## src/rtl/fes_cfg.svh

```systemverilog
// Register map, field positions, reset values and timing figures
// Assumes a 200 MHz CPU clock
`ifndef FES_CFG_SVH
`define FES_CFG_SVH

// Clock rate in MHz
`define FES_CLK_MHZ 200
// Least supply gap taken as power interruption, in us
`define FES_PWR_LOSS_US 10000
// Cycle monitor tick, in us
`define FES_TICK_US 1

// Byte offsets on the register bus
`define FES_OFS_CTRL 5'h00
`define FES_OFS_CYCLIM 5'h04
`define FES_OFS_STATUS 5'h08
`define FES_OFS_MEMFLG 5'h0C
`define FES_OFS_IOLOC 5'h10
`define FES_OFS_IRQST 5'h14
`define FES_OFS_IRQEN 5'h18
`define FES_OFS_IRQCLR 5'h1C

// Reset values
`define FES_CYCLIM_RST 16'h0000
`define FES_IRQEN_RST 2'h0

// Fatal codes and classification bytes
`define FES_CODE_NONE 8'h00
`define FES_CODE_MEM 8'hF1
`define FES_CODE_NOEND 8'hF0
`define FES_CODE_IOBUS 8'hC0
`define FES_CODE_IOOVR 8'hE1
`define FES_CODE_CYC 8'h9F
`define FES_CLASS_NONFATAL 8'h00
`define FES_CLASS_FATAL 8'h80

// Cause flag positions in the memory flag word
`define FES_A_SETUP 11
`define FES_A_PROG 12
`define FES_A_EXP 13
`define FES_A_CASS 14
`define FES_A_CASSRD 15
`define FES_B_UNDEF 8
`define FES_B_FLASH 9
`define FES_B_RODM 10
`define FES_B_SETUP 11
`define FES_B_PROG 12
`define FES_B_HOLD 14
`define FES_B_RBUS 15
// I/O location flags occupy bits 15:8
`define FES_IOLOC_LSB 8

// Interrupt bits
`define FES_IRQ_FATAL 0
`define FES_IRQ_PWR 1

`endif

```

## src/rtl/fes_pkg.sv

```systemverilog
// Types shared by the fatal-error supervisor
// Constants live in fes_cfg.svh
package fes_pkg;
    typedef enum logic {
        FES_RUN,
        FES_HALT
    } fes_state_t;
    typedef enum logic {
        FES_VAR_A,
        FES_VAR_B
    } fes_variant_t;
endpackage

```

## src/rtl/fes_supervisor.sv

```systemverilog
// Fatal-error supervisor: detects fatal causes, halts, forces outputs off
// Assumes cause inputs come from logic on clk; only powerOk is a pin
//
// Implementation choices: the placing of the registers and register access over Avalon-MM.
`timescale 1ns/10ps
`include "fes_cfg.svh"

module fes_supervisor #(
    parameter int PWR_LOSS_CYC = `FES_PWR_LOSS_US * `FES_CLK_MHZ,
    parameter int CYC_W = 16
) (
    input wire logic clk,
    input wire logic rstn,
    input wire logic [4:0] address,
    input wire logic read,
    input wire logic write,
    input wire logic [31:0] writedata,
    output logic [31:0] readdata,
    output logic waitrequest,
    input wire logic powerOk,
    input wire logic cycleStart,
    input wire logic setupCsErr,
    input wire logic progCsErr,
    input wire logic expCsErr,
    input wire logic cassetteSwap,
    input wire logic cassetteReadErr,
    input wire logic undefBitArea,
    input wire logic flashWearOut,
    input wire logic roDataCsErr,
    input wire logic holdAreaLost,
    input wire logic remoteBusErr,
    input wire logic missingTerminator,
    input wire logic ioBusErr,
    input wire logic [7:0] ioBusLoc,
    input wire logic ioWordOverflow,
    input wire logic fatalAlarmInstruction,
    input wire logic [7:0] fatalAlarmOperand,
    output logic runEnable,
    output logic outputsEnable,
    output logic ledPower,
    output logic ledRun,
    output logic errorAlarmIndicator,
    output logic fatal,
    output logic [7:0] fatalCode,
    output logic [7:0] fatalClass,
    output logic irq
);
    localparam int TICK_CYC = `FES_TICK_US * `FES_CLK_MHZ;
    localparam int PWR_W = $clog2(PWR_LOSS_CYC + 1);
    localparam int TICK_W = $clog2(TICK_CYC + 1);

    fes_pkg::fes_state_t state_r;
    fes_pkg::fes_variant_t variant_r;
    logic pwrMeta_r, pwrSync_r;
    logic [PWR_W-1:0] pwrCnt_r;
    logic pwrFatal_r;
    logic [TICK_W-1:0] tickCnt_r;
    logic [CYC_W-1:0] cycCnt_r, cycLimit_r;
    logic [15:0] memFlags_r;
    logic [15:0] ioLoc_r;
    logic [7:0] code_r, class_r;
    logic [1:0] irqSt_r, irqEn_r;
    logic ack_r;
    logic [31:0] rdata_r;

    logic pwrLost, memFault, cycOver, falsOk, anyFatal;
    logic [7:0] codeNxt;
    logic [15:0] memSet;
    logic [1:0] irqEv;
    logic access, xfer;

    // Supply pin crosses in through two flops
    always_ff @(posedge clk) begin
        if (!rstn) begin
            pwrMeta_r <= 1'b1;
            pwrSync_r <= 1'b1;
        end else begin
            pwrMeta_r <= powerOk;
            pwrSync_r <= pwrMeta_r;
        end
    end

    // Supply gap timer; short dips shorter than the limit are ignored
    always_ff @(posedge clk) begin
        if (!rstn) begin
            pwrCnt_r <= '0;
        end else if (pwrSync_r) begin
            pwrCnt_r <= '0;
        end else if (pwrCnt_r < PWR_W'(PWR_LOSS_CYC)) begin
            pwrCnt_r <= pwrCnt_r + 1'b1;
        end
    end

    assign pwrLost = !pwrSync_r && (pwrCnt_r >= PWR_W'(PWR_LOSS_CYC - 1));

    // Microsecond tick for the cycle monitor
    always_ff @(posedge clk) begin
        if (!rstn || tickCnt_r == TICK_W'(TICK_CYC - 1)) begin
            tickCnt_r <= '0;
        end else begin
            tickCnt_r <= tickCnt_r + 1'b1;
        end
    end

    // Cycle length in ticks, restarted by each program cycle
    always_ff @(posedge clk) begin
        if (!rstn || cycleStart) begin
            cycCnt_r <= '0;
        end else if (tickCnt_r == TICK_W'(TICK_CYC - 1) && cycCnt_r != '1) begin
            cycCnt_r <= cycCnt_r + 1'b1;
        end
    end

    // Zero limit disables the monitor
    assign cycOver = (cycLimit_r != '0) && (cycCnt_r > cycLimit_r);

    // Operand must be two BCD digits, 01 to 99
    assign falsOk = fatalAlarmInstruction && (fatalAlarmOperand[7:4] <= 4'h9)
        && (fatalAlarmOperand[3:0] <= 4'h9) && (fatalAlarmOperand != 8'h00);

    // Memory cause flags per variant
    always_comb begin
        memSet = '0;
        if (variant_r == fes_pkg::FES_VAR_A) begin
            memSet[`FES_A_SETUP] = setupCsErr;
            memSet[`FES_A_PROG] = progCsErr;
            memSet[`FES_A_EXP] = expCsErr;
            memSet[`FES_A_CASS] = cassetteSwap;
            memSet[`FES_A_CASSRD] = cassetteReadErr;
        end else begin
            memSet[`FES_B_UNDEF] = undefBitArea;
            memSet[`FES_B_FLASH] = flashWearOut;
            memSet[`FES_B_RODM] = roDataCsErr;
            memSet[`FES_B_SETUP] = setupCsErr;
            memSet[`FES_B_PROG] = progCsErr;
            memSet[`FES_B_HOLD] = holdAreaLost;
            memSet[`FES_B_RBUS] = remoteBusErr;
        end
    end

    assign memFault = |memSet;

    // Priority when causes coincide: supply, memory, terminator, bus,
    // overflow, cycle, alarm instruction
    always_comb begin
        codeNxt = `FES_CODE_NONE;
        if (pwrLost) begin
            codeNxt = `FES_CODE_NONE;
        end else if (memFault) begin
            codeNxt = `FES_CODE_MEM;
        end else if (missingTerminator) begin
            codeNxt = `FES_CODE_NOEND;
        end else if (ioBusErr) begin
            codeNxt = `FES_CODE_IOBUS;
        end else if (ioWordOverflow) begin
            codeNxt = `FES_CODE_IOOVR;
        end else if (cycOver) begin
            codeNxt = `FES_CODE_CYC;
        end else if (falsOk) begin
            codeNxt = fatalAlarmOperand;
        end
    end

    assign anyFatal = pwrLost || memFault || missingTerminator || ioBusErr
        || ioWordOverflow || cycOver || falsOk;

    // Halt is final; only reset leaves it
    always_ff @(posedge clk) begin
        if (!rstn) begin
            state_r <= fes_pkg::FES_RUN;
            code_r <= `FES_CODE_NONE;
            class_r <= `FES_CLASS_NONFATAL;
            pwrFatal_r <= 1'b0;
        end else begin
            unique case (state_r)
                fes_pkg::FES_RUN: begin
                    if (anyFatal) begin
                        state_r <= fes_pkg::FES_HALT;
                        code_r <= codeNxt;
                        class_r <= `FES_CLASS_FATAL;
                        pwrFatal_r <= pwrLost;
                    end
                end
                fes_pkg::FES_HALT: begin
                    state_r <= fes_pkg::FES_HALT;
                end
            endcase
        end
    end

    // Cause flags are sticky; later causes still add their flags
    always_ff @(posedge clk) begin
        if (!rstn) begin
            memFlags_r <= '0;
        end else begin
            memFlags_r <= memFlags_r | memSet;
        end
    end

    // Bus location flags kept only in variant A
    always_ff @(posedge clk) begin
        if (!rstn) begin
            ioLoc_r <= '0;
        end else if (ioBusErr && variant_r == fes_pkg::FES_VAR_A) begin
            ioLoc_r[`FES_IOLOC_LSB +: 8] <= ioLoc_r[`FES_IOLOC_LSB +: 8] | ioBusLoc;
        end
    end

    assign fatal = (state_r == fes_pkg::FES_HALT);
    assign runEnable = !fatal;
    assign outputsEnable = !fatal;
    assign ledPower = !(fatal && pwrFatal_r);
    assign ledRun = !fatal;
    assign errorAlarmIndicator = fatal && !pwrFatal_r;
    assign fatalCode = code_r;
    assign fatalClass = class_r;

    // Interrupt status: set wins over a clear in the same cycle
    assign irqEv[`FES_IRQ_FATAL] = (state_r == fes_pkg::FES_RUN) && anyFatal;
    assign irqEv[`FES_IRQ_PWR] = (state_r == fes_pkg::FES_RUN) && pwrLost;
    assign access = (read || write) && !ack_r;
    // Writes land only on the edge that completes the transfer
    assign xfer = (read || write) && ack_r;

    always_ff @(posedge clk) begin
        if (!rstn) begin
            irqSt_r <= '0;
        end else if (xfer && write && address == `FES_OFS_IRQCLR) begin
            irqSt_r <= (irqSt_r & ~writedata[1:0]) | irqEv;
        end else begin
            irqSt_r <= irqSt_r | irqEv;
        end
    end

    assign irq = |(irqSt_r & irqEn_r);

    // Avalon slave: one wait state, answer on the second edge
    always_ff @(posedge clk) begin
        if (!rstn) begin
            ack_r <= 1'b0;
        end else begin
            ack_r <= access;
        end
    end

    assign waitrequest = (read || write) && !ack_r;

    // Writable registers; variant change is honoured even while halted
    always_ff @(posedge clk) begin
        if (!rstn) begin
            variant_r <= fes_pkg::FES_VAR_A;
            cycLimit_r <= `FES_CYCLIM_RST;
            irqEn_r <= `FES_IRQEN_RST;
        end else if (xfer && write) begin
            unique case (address)
                `FES_OFS_CTRL: variant_r <= fes_pkg::fes_variant_t'(writedata[0]);
                `FES_OFS_CYCLIM: cycLimit_r <= writedata[CYC_W-1:0];
                `FES_OFS_IRQEN: irqEn_r <= writedata[1:0];
                default: begin
                end
            endcase
        end
    end

    // Read data, unmapped and write-only offsets read zero
    always_ff @(posedge clk) begin
        if (!rstn) begin
            rdata_r <= '0;
        end else if (access && read) begin
            rdata_r <= '0;
            unique case (address)
                `FES_OFS_CTRL: rdata_r[0] <= variant_r;
                `FES_OFS_CYCLIM: rdata_r[CYC_W-1:0] <= cycLimit_r;
                `FES_OFS_STATUS: rdata_r <= {5'h00, errorAlarmIndicator, ledRun,
                    ledPower, class_r, code_r, 6'h00, pwrFatal_r, fatal};
                `FES_OFS_MEMFLG: rdata_r[15:0] <= memFlags_r;
                `FES_OFS_IOLOC: rdata_r[15:0] <= ioLoc_r;
                `FES_OFS_IRQST: rdata_r[1:0] <= irqSt_r;
                `FES_OFS_IRQEN: rdata_r[1:0] <= irqEn_r;
                default: rdata_r <= '0;
            endcase
        end
    end

    assign readdata = rdata_r;

    // Checks
    property p_halt_on_fatal;
        @(posedge clk) disable iff (!rstn)
        (state_r == fes_pkg::FES_RUN && anyFatal) |=> fatal && !outputsEnable && !runEnable;
    endproperty
    a_halt_on_fatal: assert property (p_halt_on_fatal)
        else $error("fatal cause did not halt");

    property p_pwr_leds;
        @(posedge clk) disable iff (!rstn)
        (fatal && pwrFatal_r) |-> !ledPower && !ledRun && !errorAlarmIndicator;
    endproperty
    a_pwr_leds: assert property (p_pwr_leds)
        else $error("indicator lit after power fatal");

    property p_other_leds;
        @(posedge clk) disable iff (!rstn)
        (fatal && !pwrFatal_r) |-> ledPower && !ledRun && errorAlarmIndicator;
    endproperty
    a_other_leds: assert property (p_other_leds)
        else $error("wrong indicators for fatal");

    property p_pwr_code;
        @(posedge clk) disable iff (!rstn)
        (state_r == fes_pkg::FES_RUN && pwrLost) |=> pwrFatal_r && fatalCode == `FES_CODE_NONE;
    endproperty
    a_pwr_code: assert property (p_pwr_code)
        else $error("power fatal reported a code");

    property p_pwr_short;
        @(posedge clk) disable iff (!rstn)
        $rose(pwrSync_r) |=> pwrCnt_r == '0;
    endproperty
    a_pwr_short: assert property (p_pwr_short)
        else $error("gap timer not cleared");

    property p_mem_code;
        @(posedge clk) disable iff (!rstn)
        (state_r == fes_pkg::FES_RUN && !pwrLost && memFault) |=> fatalCode == `FES_CODE_MEM;
    endproperty
    a_mem_code: assert property (p_mem_code)
        else $error("memory fault code wrong");

    property p_flag_a;
        @(posedge clk) disable iff (!rstn)
        (variant_r == fes_pkg::FES_VAR_A && cassetteSwap) |=> memFlags_r[`FES_A_CASS];
    endproperty
    a_flag_a: assert property (p_flag_a)
        else $error("cassette flag not set");

    property p_flag_b;
        @(posedge clk) disable iff (!rstn)
        (variant_r == fes_pkg::FES_VAR_B && flashWearOut) |=> memFlags_r[`FES_B_FLASH];
    endproperty
    a_flag_b: assert property (p_flag_b)
        else $error("flash flag not set");

    property p_fatal_alarm_instruction_code;
        @(posedge clk) disable iff (!rstn)
        (state_r == fes_pkg::FES_RUN && falsOk && codeNxt == fatalAlarmOperand)
            |=> fatalCode == $past(fatalAlarmOperand);
    endproperty
    a_fatal_alarm_instruction_code: assert property (p_fatal_alarm_instruction_code)
        else $error("alarm operand not reported");

    property p_class;
        @(posedge clk) disable iff (!rstn)
        fatal |-> fatalClass == `FES_CLASS_FATAL;
    endproperty
    a_class: assert property (p_class)
        else $error("fatal class byte wrong");

    property p_hold;
        @(posedge clk) disable iff (!rstn)
        fatal |=> fatal && $stable(fatalCode);
    endproperty
    a_hold: assert property (p_hold)
        else $error("fatal state left without reset");

    property p_cyc;
        @(posedge clk) disable iff (!rstn)
        (state_r == fes_pkg::FES_RUN && cycOver && !pwrLost && !memFault
            && !missingTerminator && !ioBusErr && !ioWordOverflow)
            |=> fatalCode == `FES_CODE_CYC;
    endproperty
    a_cyc: assert property (p_cyc)
        else $error("cycle overrun code wrong");

endmodule

```

## config.mk

```make
export PLATFORM = sky130hd
export DESIGN_NAME = fes_supervisor
export DESIGN_NICKNAME = d
export VERILOG_FILES = /design/src/rtl/fes_pkg.sv /design/src/rtl/fes_supervisor.sv
export VERILOG_INCLUDE_DIRS = /design/src /design/src/rtl
export SDC_FILE = /design/constraint.sdc
export NUM_CORES = 1
export LEC_CHECK = 0
export BUFFER_PORTS_ARGS = -buffer_cell sky130_fd_sc_hd__clkbuf_2
export CORE_ASPECT_RATIO = 0.6
export CORE_UTILIZATION = 25
export CTS_CLUSTER_SIZE = 20
export DETAILED_ROUTE_END_ITERATION = 10
export PLACE_DENSITY = 0.5
export SLEW_MARGIN = 10
export SYNTH_ARGS = -nofsm -noshare
export SYNTH_HDL_FRONTEND = slang
export SYNTH_SLANG_ARGS = --single-unit
```

## constraint.sdc

```tcl
create_clock -name clk -period 2.4 [get_ports clk]
set_clock_uncertainty 0.15 [all_clocks]
set_input_delay 0.24 -clock clk [delete_from_list [all_inputs] [get_ports clk]]
set_output_delay 0.24 -clock clk [all_outputs]
set_load 0.05 [all_outputs]
```

# Yosys cells after proc, flatten, opt, wreduce, memory -nomap -nowiden
# Index checks and enable logic that the tools add are counted.
# op_classes
add_sub_neg	3
order_cmp	5
n_eq_ne	9
mux	17
bitwise_logic	10
reduce_logical	41
# ops
operator	n
8-bit two-way mux	7
14-bit one-hot mux with 4 select lines	1
21-bit by 1-bit adder with 21-bit output (second input constant)	1
21-bit >= comparator (second input constant)	1
21-bit less-than comparator (second input constant)	1
5-bit == test (second input constant)	4
16-bit by 1-bit adder with 16-bit output (second input constant)	1
16-bit > comparator	1
1-bit logical AND	16
16-bit inequality test (second input constant)	1
16-bit bitwise OR	1
16-bit nonzero test	1
11-bit two-way mux	1
5-bit by 4-bit == test with 1-bit output (second input constant)	2
1-bit logical OR	9
8-bit by 1-bit adder with 8-bit output (second input constant)	1
8-bit == test (second input constant)	1
4-bit <= comparator (second input constant)	2
8-bit bitwise OR	1
2-bit AND reduction	4
8-bit nonzero test	1
8-bit OR reduction	1
1-bit zero test	6
1-bit one-hot mux with 6 select lines	1
other kinds (12)	19
# word_totals
register_bits	136
inputBits	73
output_inout_bits	56
elab_cells	102

# Longest topological paths before layout
# depth
ltp_word	11
depth_mapped	10
ltp_nobuf	8

# Worst setup path before layout
# Ideal clock, no wire load.
# synth_timing
path_type	reg-to-reg
startpoint	register state_r, in the netlist fatal
endpoint	register rdata_r[26], in the netlist readdata[26]
setup_time_ps	71
t_arrival_ps	2216
required_ps	2179
setup_slack_ps	-37
stages_incl_launch_ff	5
path_buffers	0
period_less_slack_ps	2437
path_cell_list	dfxtp_1 inv_1 nor2_1 nand3_1 a21oi_1
# synth_via
elab_chain_cells	2
# synth_lines
element	line_no	source
from (decl)	fes_supervisor.sv:52	fes_pkg::fes_state_t state_r;
from (signal assigned)	fes_supervisor.sv:170	state_r <= fes_pkg::FES_RUN;
from (signal assigned)	fes_supervisor.sv:178	state_r <= fes_pkg::FES_HALT;
from (signal assigned)	fes_supervisor.sv:185	state_r <= fes_pkg::FES_HALT;
1-bit logical AND	fes_supervisor.sv:214	assign errorAlarmIndicator = fatal && !pwrFatal_r;
named net errorAlarmIndicator	fes_supervisor.sv:42	output logic errorAlarmIndicator,
11-bit two-way mux	fes_supervisor.sv:271	unique case (address)
to (signal, indexed assignment)	fes_supervisor.sv:273	`FES_OFS_CYCLIM: rdata_r[CYC_W-1:0] <= cycLimit_r;
to (signal assigned)	fes_supervisor.sv:274	`FES_OFS_STATUS: rdata_r <= {5'h00, errorAlarmIndicator, ledRun,
to (decl)	fes_supervisor.sv:64	logic [31:0] rdata_r;
# The timed path passes the listed nets, and every way through them passes these cells.
# A chain may end at the register's enable or synchronous reset.

# Worst setup path after layout
# layout_timing
startpoint	register cycLimit_r[11]
endpoint	register irqSt_r[0]
# layout_via
elab_chain_cells	7
elab_cells_between_ends	9
cone_classes	order compare (1); mux (1); bitwise (2); reduce/logical (5)
# layout_lines
element	line_no	source
from (decl)	fes_supervisor.sv:58	logic [CYC_W-1:0] cycCnt_r, cycLimit_r;
from (signal assigned)	fes_supervisor.sv:252	cycLimit_r <= `FES_CYCLIM_RST;
from (signal assigned)	fes_supervisor.sv:257	`FES_OFS_CYCLIM: cycLimit_r <= writedata[CYC_W-1:0];
16-bit > comparator or 16-bit nonzero test (tied branches)	fes_supervisor.sv:115	assign cycOver = (cycLimit_r != '0) && (cycCnt_r > cycLimit_r);
1-bit logical AND *	fes_supervisor.sv:115	
1-bit logical OR * (2 in a row)	fes_supervisor.sv:165	|| ioWordOverflow || cycOver || falsOk;
1-bit logical AND *	fes_supervisor.sv:219	assign irqEv[`FES_IRQ_FATAL] = (state_r == fes_pkg::FES_RUN) && anyFatal;
2-bit bitwise OR (on tied branches)	fes_supervisor.sv:231, fes_supervisor.sv:229	
2-bit two-way mux *	fes_supervisor.sv:228	end else if (xfer && write && address == `FES_OFS_IRQCLR) begin
to (signal assigned)	fes_supervisor.sv:229	irqSt_r <= (irqSt_r & ~writedata[1:0]) | irqEv;
to (signal assigned)	fes_supervisor.sv:231	irqSt_r <= irqSt_r | irqEv;
to (decl)	fes_supervisor.sv:62	logic [1:0] irqSt_r, irqEn_r;
# Mark *: on every way between the ends. The rest lies on a longest branch, timed or not.

==> qor.txt <==
status: complete, no violations
Starting Density: 25.5%
first-pass GRT wire length: 27,900 um
#FFs+latches synth: 116
WP buf/inv: 3
Yosys top cell area share: 41.3%
DR WL/cell: 15.1 um
pin count of the biggest net entering global routing: 27
crit-path leading delay family: compound AO/OA/AOI/OAI gates
Die Width: 196 um
DRC errors left: 0
core area: 22,100 sq um
Fin. Hold Viols: 0
drt first pass iters: 7
Post-Syn Area: 5630 sq um
P per Cell Area: 644 nW/um^2
most common flop cell mapped by yosys: dfxtp_1
Seq/Total Area, Yosys: 41.3%
Final TNS setup: 0 ns
routed wl met3: 1090 um
via count: 5,381
Worst Max-Slew Pin Slew: 0.672 ns
gpl congestion: 0.813
Synth area leader: dfxtp_1
CP Max Fanout: 7
Tcrit/Tclk final: 98.7%
# diodes: 0
fin crit period: 2.37 ns
CP arrival: 2.53 ns
fill count: 2,314
Setup crit start kind: flop
fin nets: 954
cell chain of the critical path: inv_2 -> ha_4 -> buf_4 -> a21oi_2 -> a21oi_2 -> o41a_1 -> o31a_1 -> buf_6 -> o21a_1
synth-to-layout area growth: 40.5%
Clock Root Buffer: clkbuf_16
Skew-Pair Late Insertion Delay: 0.42 ns
unrepaired setup endpoints after global routing: yes
Syn Area/Cell: 8.21 sq um
Synth area leaders: dfxtp_1 41%, a21oi_1 5.7%, nand2_1 5.6%
uppermost layer routed: met4
CTS tree: done
Sink Count: 116
std cell rows: 42
Cells after Synth: 686
crit path kind: reg2reg
quantity of I/O buffers inserted on ports: 93
Yosys cell types: 54
GR Overflow Total: 0
Finished Layout Cells: 1,161
vias in the first global route: 5,012
top post-synthesis cells by count: 116 x dfxtp_1, 84 x nand2_1, 82 x nor2_1, 64 x a21oi_1, 28 x inv_1
Clock Pin Slew Worst Setup and Hold Paths: 0.06 ns
crit end category: flop
Die Area: 23,100 sq um
Max Fclk: 422 MHz
YS warnings: 0
clk buf depth: 2
slowest stage cell, crit path: o41a_1
most frequent CP cell: a21oi_2
WL final: 17,600 um
First DRT Iteration DRCs: 325
hpwl dp: 13,300 um
fin. max-slew vios: 0
asr flop ratio synth: 0%
Via density: 4.63
top-count cell post-synth: dfxtp_1
layout cells sized above 1: 28.3%
Cell Count Post-Placement: 1,094
Die Height: 118 um
met2 wire len: 6420 um
CTS Buf Count: 17
Antenna Nets Post-Route: 0
headroom to the max-slew limit: 55.2%
initial antenna violation count: 0
Final Setup Violations: 0
Worst Path Required: 2.56 ns
met1 wire length: 9970 um
HP Class: in2reg
GRT Total Usage: 15.5%
Final Core Density: 35.8%
maxcap violations: 0
Worst path max stage delay: 0.52 ns
number of enable flip-flop cells after synthesis: 0
VDD IR-drop max: 0.501 mV
H-tree levels: 4
# IOs: 129
leak pwr: 3.04 nW
==> report_power, final <==
| part | internal, mW | switching [mW] | total, mW | leakage (nW) |
|---|---|---|---|---|
| Sequential | 1.96 | 0.0311 | 1.99 | 0.950 |
| Clock | 1.67 | 0.992 | 2.66 | 0.297 |
| Combinational | 0.145 | 0.295 | 0.439 | 1.80 |
| Total | 3.78 | 1.32 | 5.09 | 3.04 |
==> flip-flops by register name (all words and copies together), names as in the netlist, 2 cells and up <==
register and flops:
tickCnt_r 8, memFlags_r 8, ioLoc_r 8, irqSt_r 2, readdata 20, cycCnt_r 16
irqEn_r 2, cycLimit_r 16, pwrCnt_r 21, fatalCode 8
==> what timing repair did <==
item                                   in CTS  in global routing
gates resized for setup                    22                 32
hold buffers                               33                  0
pin swaps                                   9                 14
cloned                                      0                  0
endpoints found under the hold margin      33                  0
setup endpoints to repair                   9                 11
buffers inserted                            1                  1
==> through the flow <==
step / cell area (sq um) / power, mW / worst slack [ns] / hold WS, ns
after floorplan: 5700 / 2.30 / 0.0212 / 0.191
final: 7910 / 5.09 / 0.0307 / 0.00234
after global routing: 7910 / 5.27 / -0.0737 / 0.0297
after CTS: 7790 / 5.14 / -0.00294 / 0.00732
after global placement: 6710 / 2.42 / -0.0180 / 0.246
after detailed placement: 6710 / 2.42 / -0.0532 / 0.242
==> final timing paths <==
| kind | cells after the start | slack [ns] | endpoint | from |
|---|---|---|---|---|
| worst max-delay path | 9 | 0.03 | irqSt_r[0]$_SDFF_PN0_ | cycLimit_r[11]$_SDFFE_PN0P_ |
| worst min-delay path | 3 | 0.002 | cycLimit_r[15]$_SDFFE_PN0P_ | writedata[15] |
| worst max register to register | 9 | 0.03 | irqSt_r[0]$_SDFF_PN0_ | cycLimit_r[11]$_SDFFE_PN0P_ |
| worst min register to register | 1 | 0.26 | pwrSync_r$_SDFF_PN1_ | pwrMeta_r$_SDFF_PN1_ |
==> layer usage <==
metal / GRT usage [%] / vias up
li1: - / 2724
met1: 25.2 / 2496
met2: 19.5 / 154
met3: 3.94 / 7
met4: 3.32 / 0
met5: 0 / -
==> worst reg2reg max path: stages (launching register included) <==
cell	delay, ns
dfxtp_2	0.34
inv_2	0.05
ha_4	0.23
buf_4	0.13
a21oi_2	0.14
a21oi_2	0.08
o41a_1	0.52
o31a_1	0.31
buf_6	0.15
o21a_1	0.16
==> kinds of logic (layout without fill, tap and decap cells) <==
logic type	after synthesis	in the layout	synth area share [%]
xor gates and xnor gates	32	32	4.98
adders and majority gates	19	19	4.22
muxes	9	9	1.64
AOI/OAI and AO/OA	151	151	16.9
buffers and inverters	77	248	6.82
and+or+nand+nor	281	281	24.1
other	1	19	0.0666
DFF	116	116	41.3
==> final cells by class <==
cell class | count | area [sq um] | area share [%]
flip-flops and latches | 116 | 2340 | 29.6
inverters | 28 | 105 | 1.33
clock buffers | 18 | 439 | 5.55
clock inverters | 14 | 176 | 2.23
multi-input cells | 511 | 3210 | 40.6
repair buffers | 188 | 1280 | 16.2
well taps | 286 | 358 | 4.52
==> layout by cell type, fill, tap and decap left out, drive strengths merged, types with 15 or more instances in the layout <==
cell / netlist / routed
ha: 19 / 19
buf: 29 / 62
dlygate4sd3: 0 / 33
nand2: 84 / 84
clkbuf: 20 / 111
a21oi: 64 / 64
conb: 1 / 19
xor2: 15 / 15
xnor2: 17 / 17
dfxtp: 116 / 116
o21ai: 16 / 16
nand3: 26 / 26
nor2: 82 / 82
a22oi: 18 / 18
inv: 28 / 30
(Power assumes the default switching activity.)
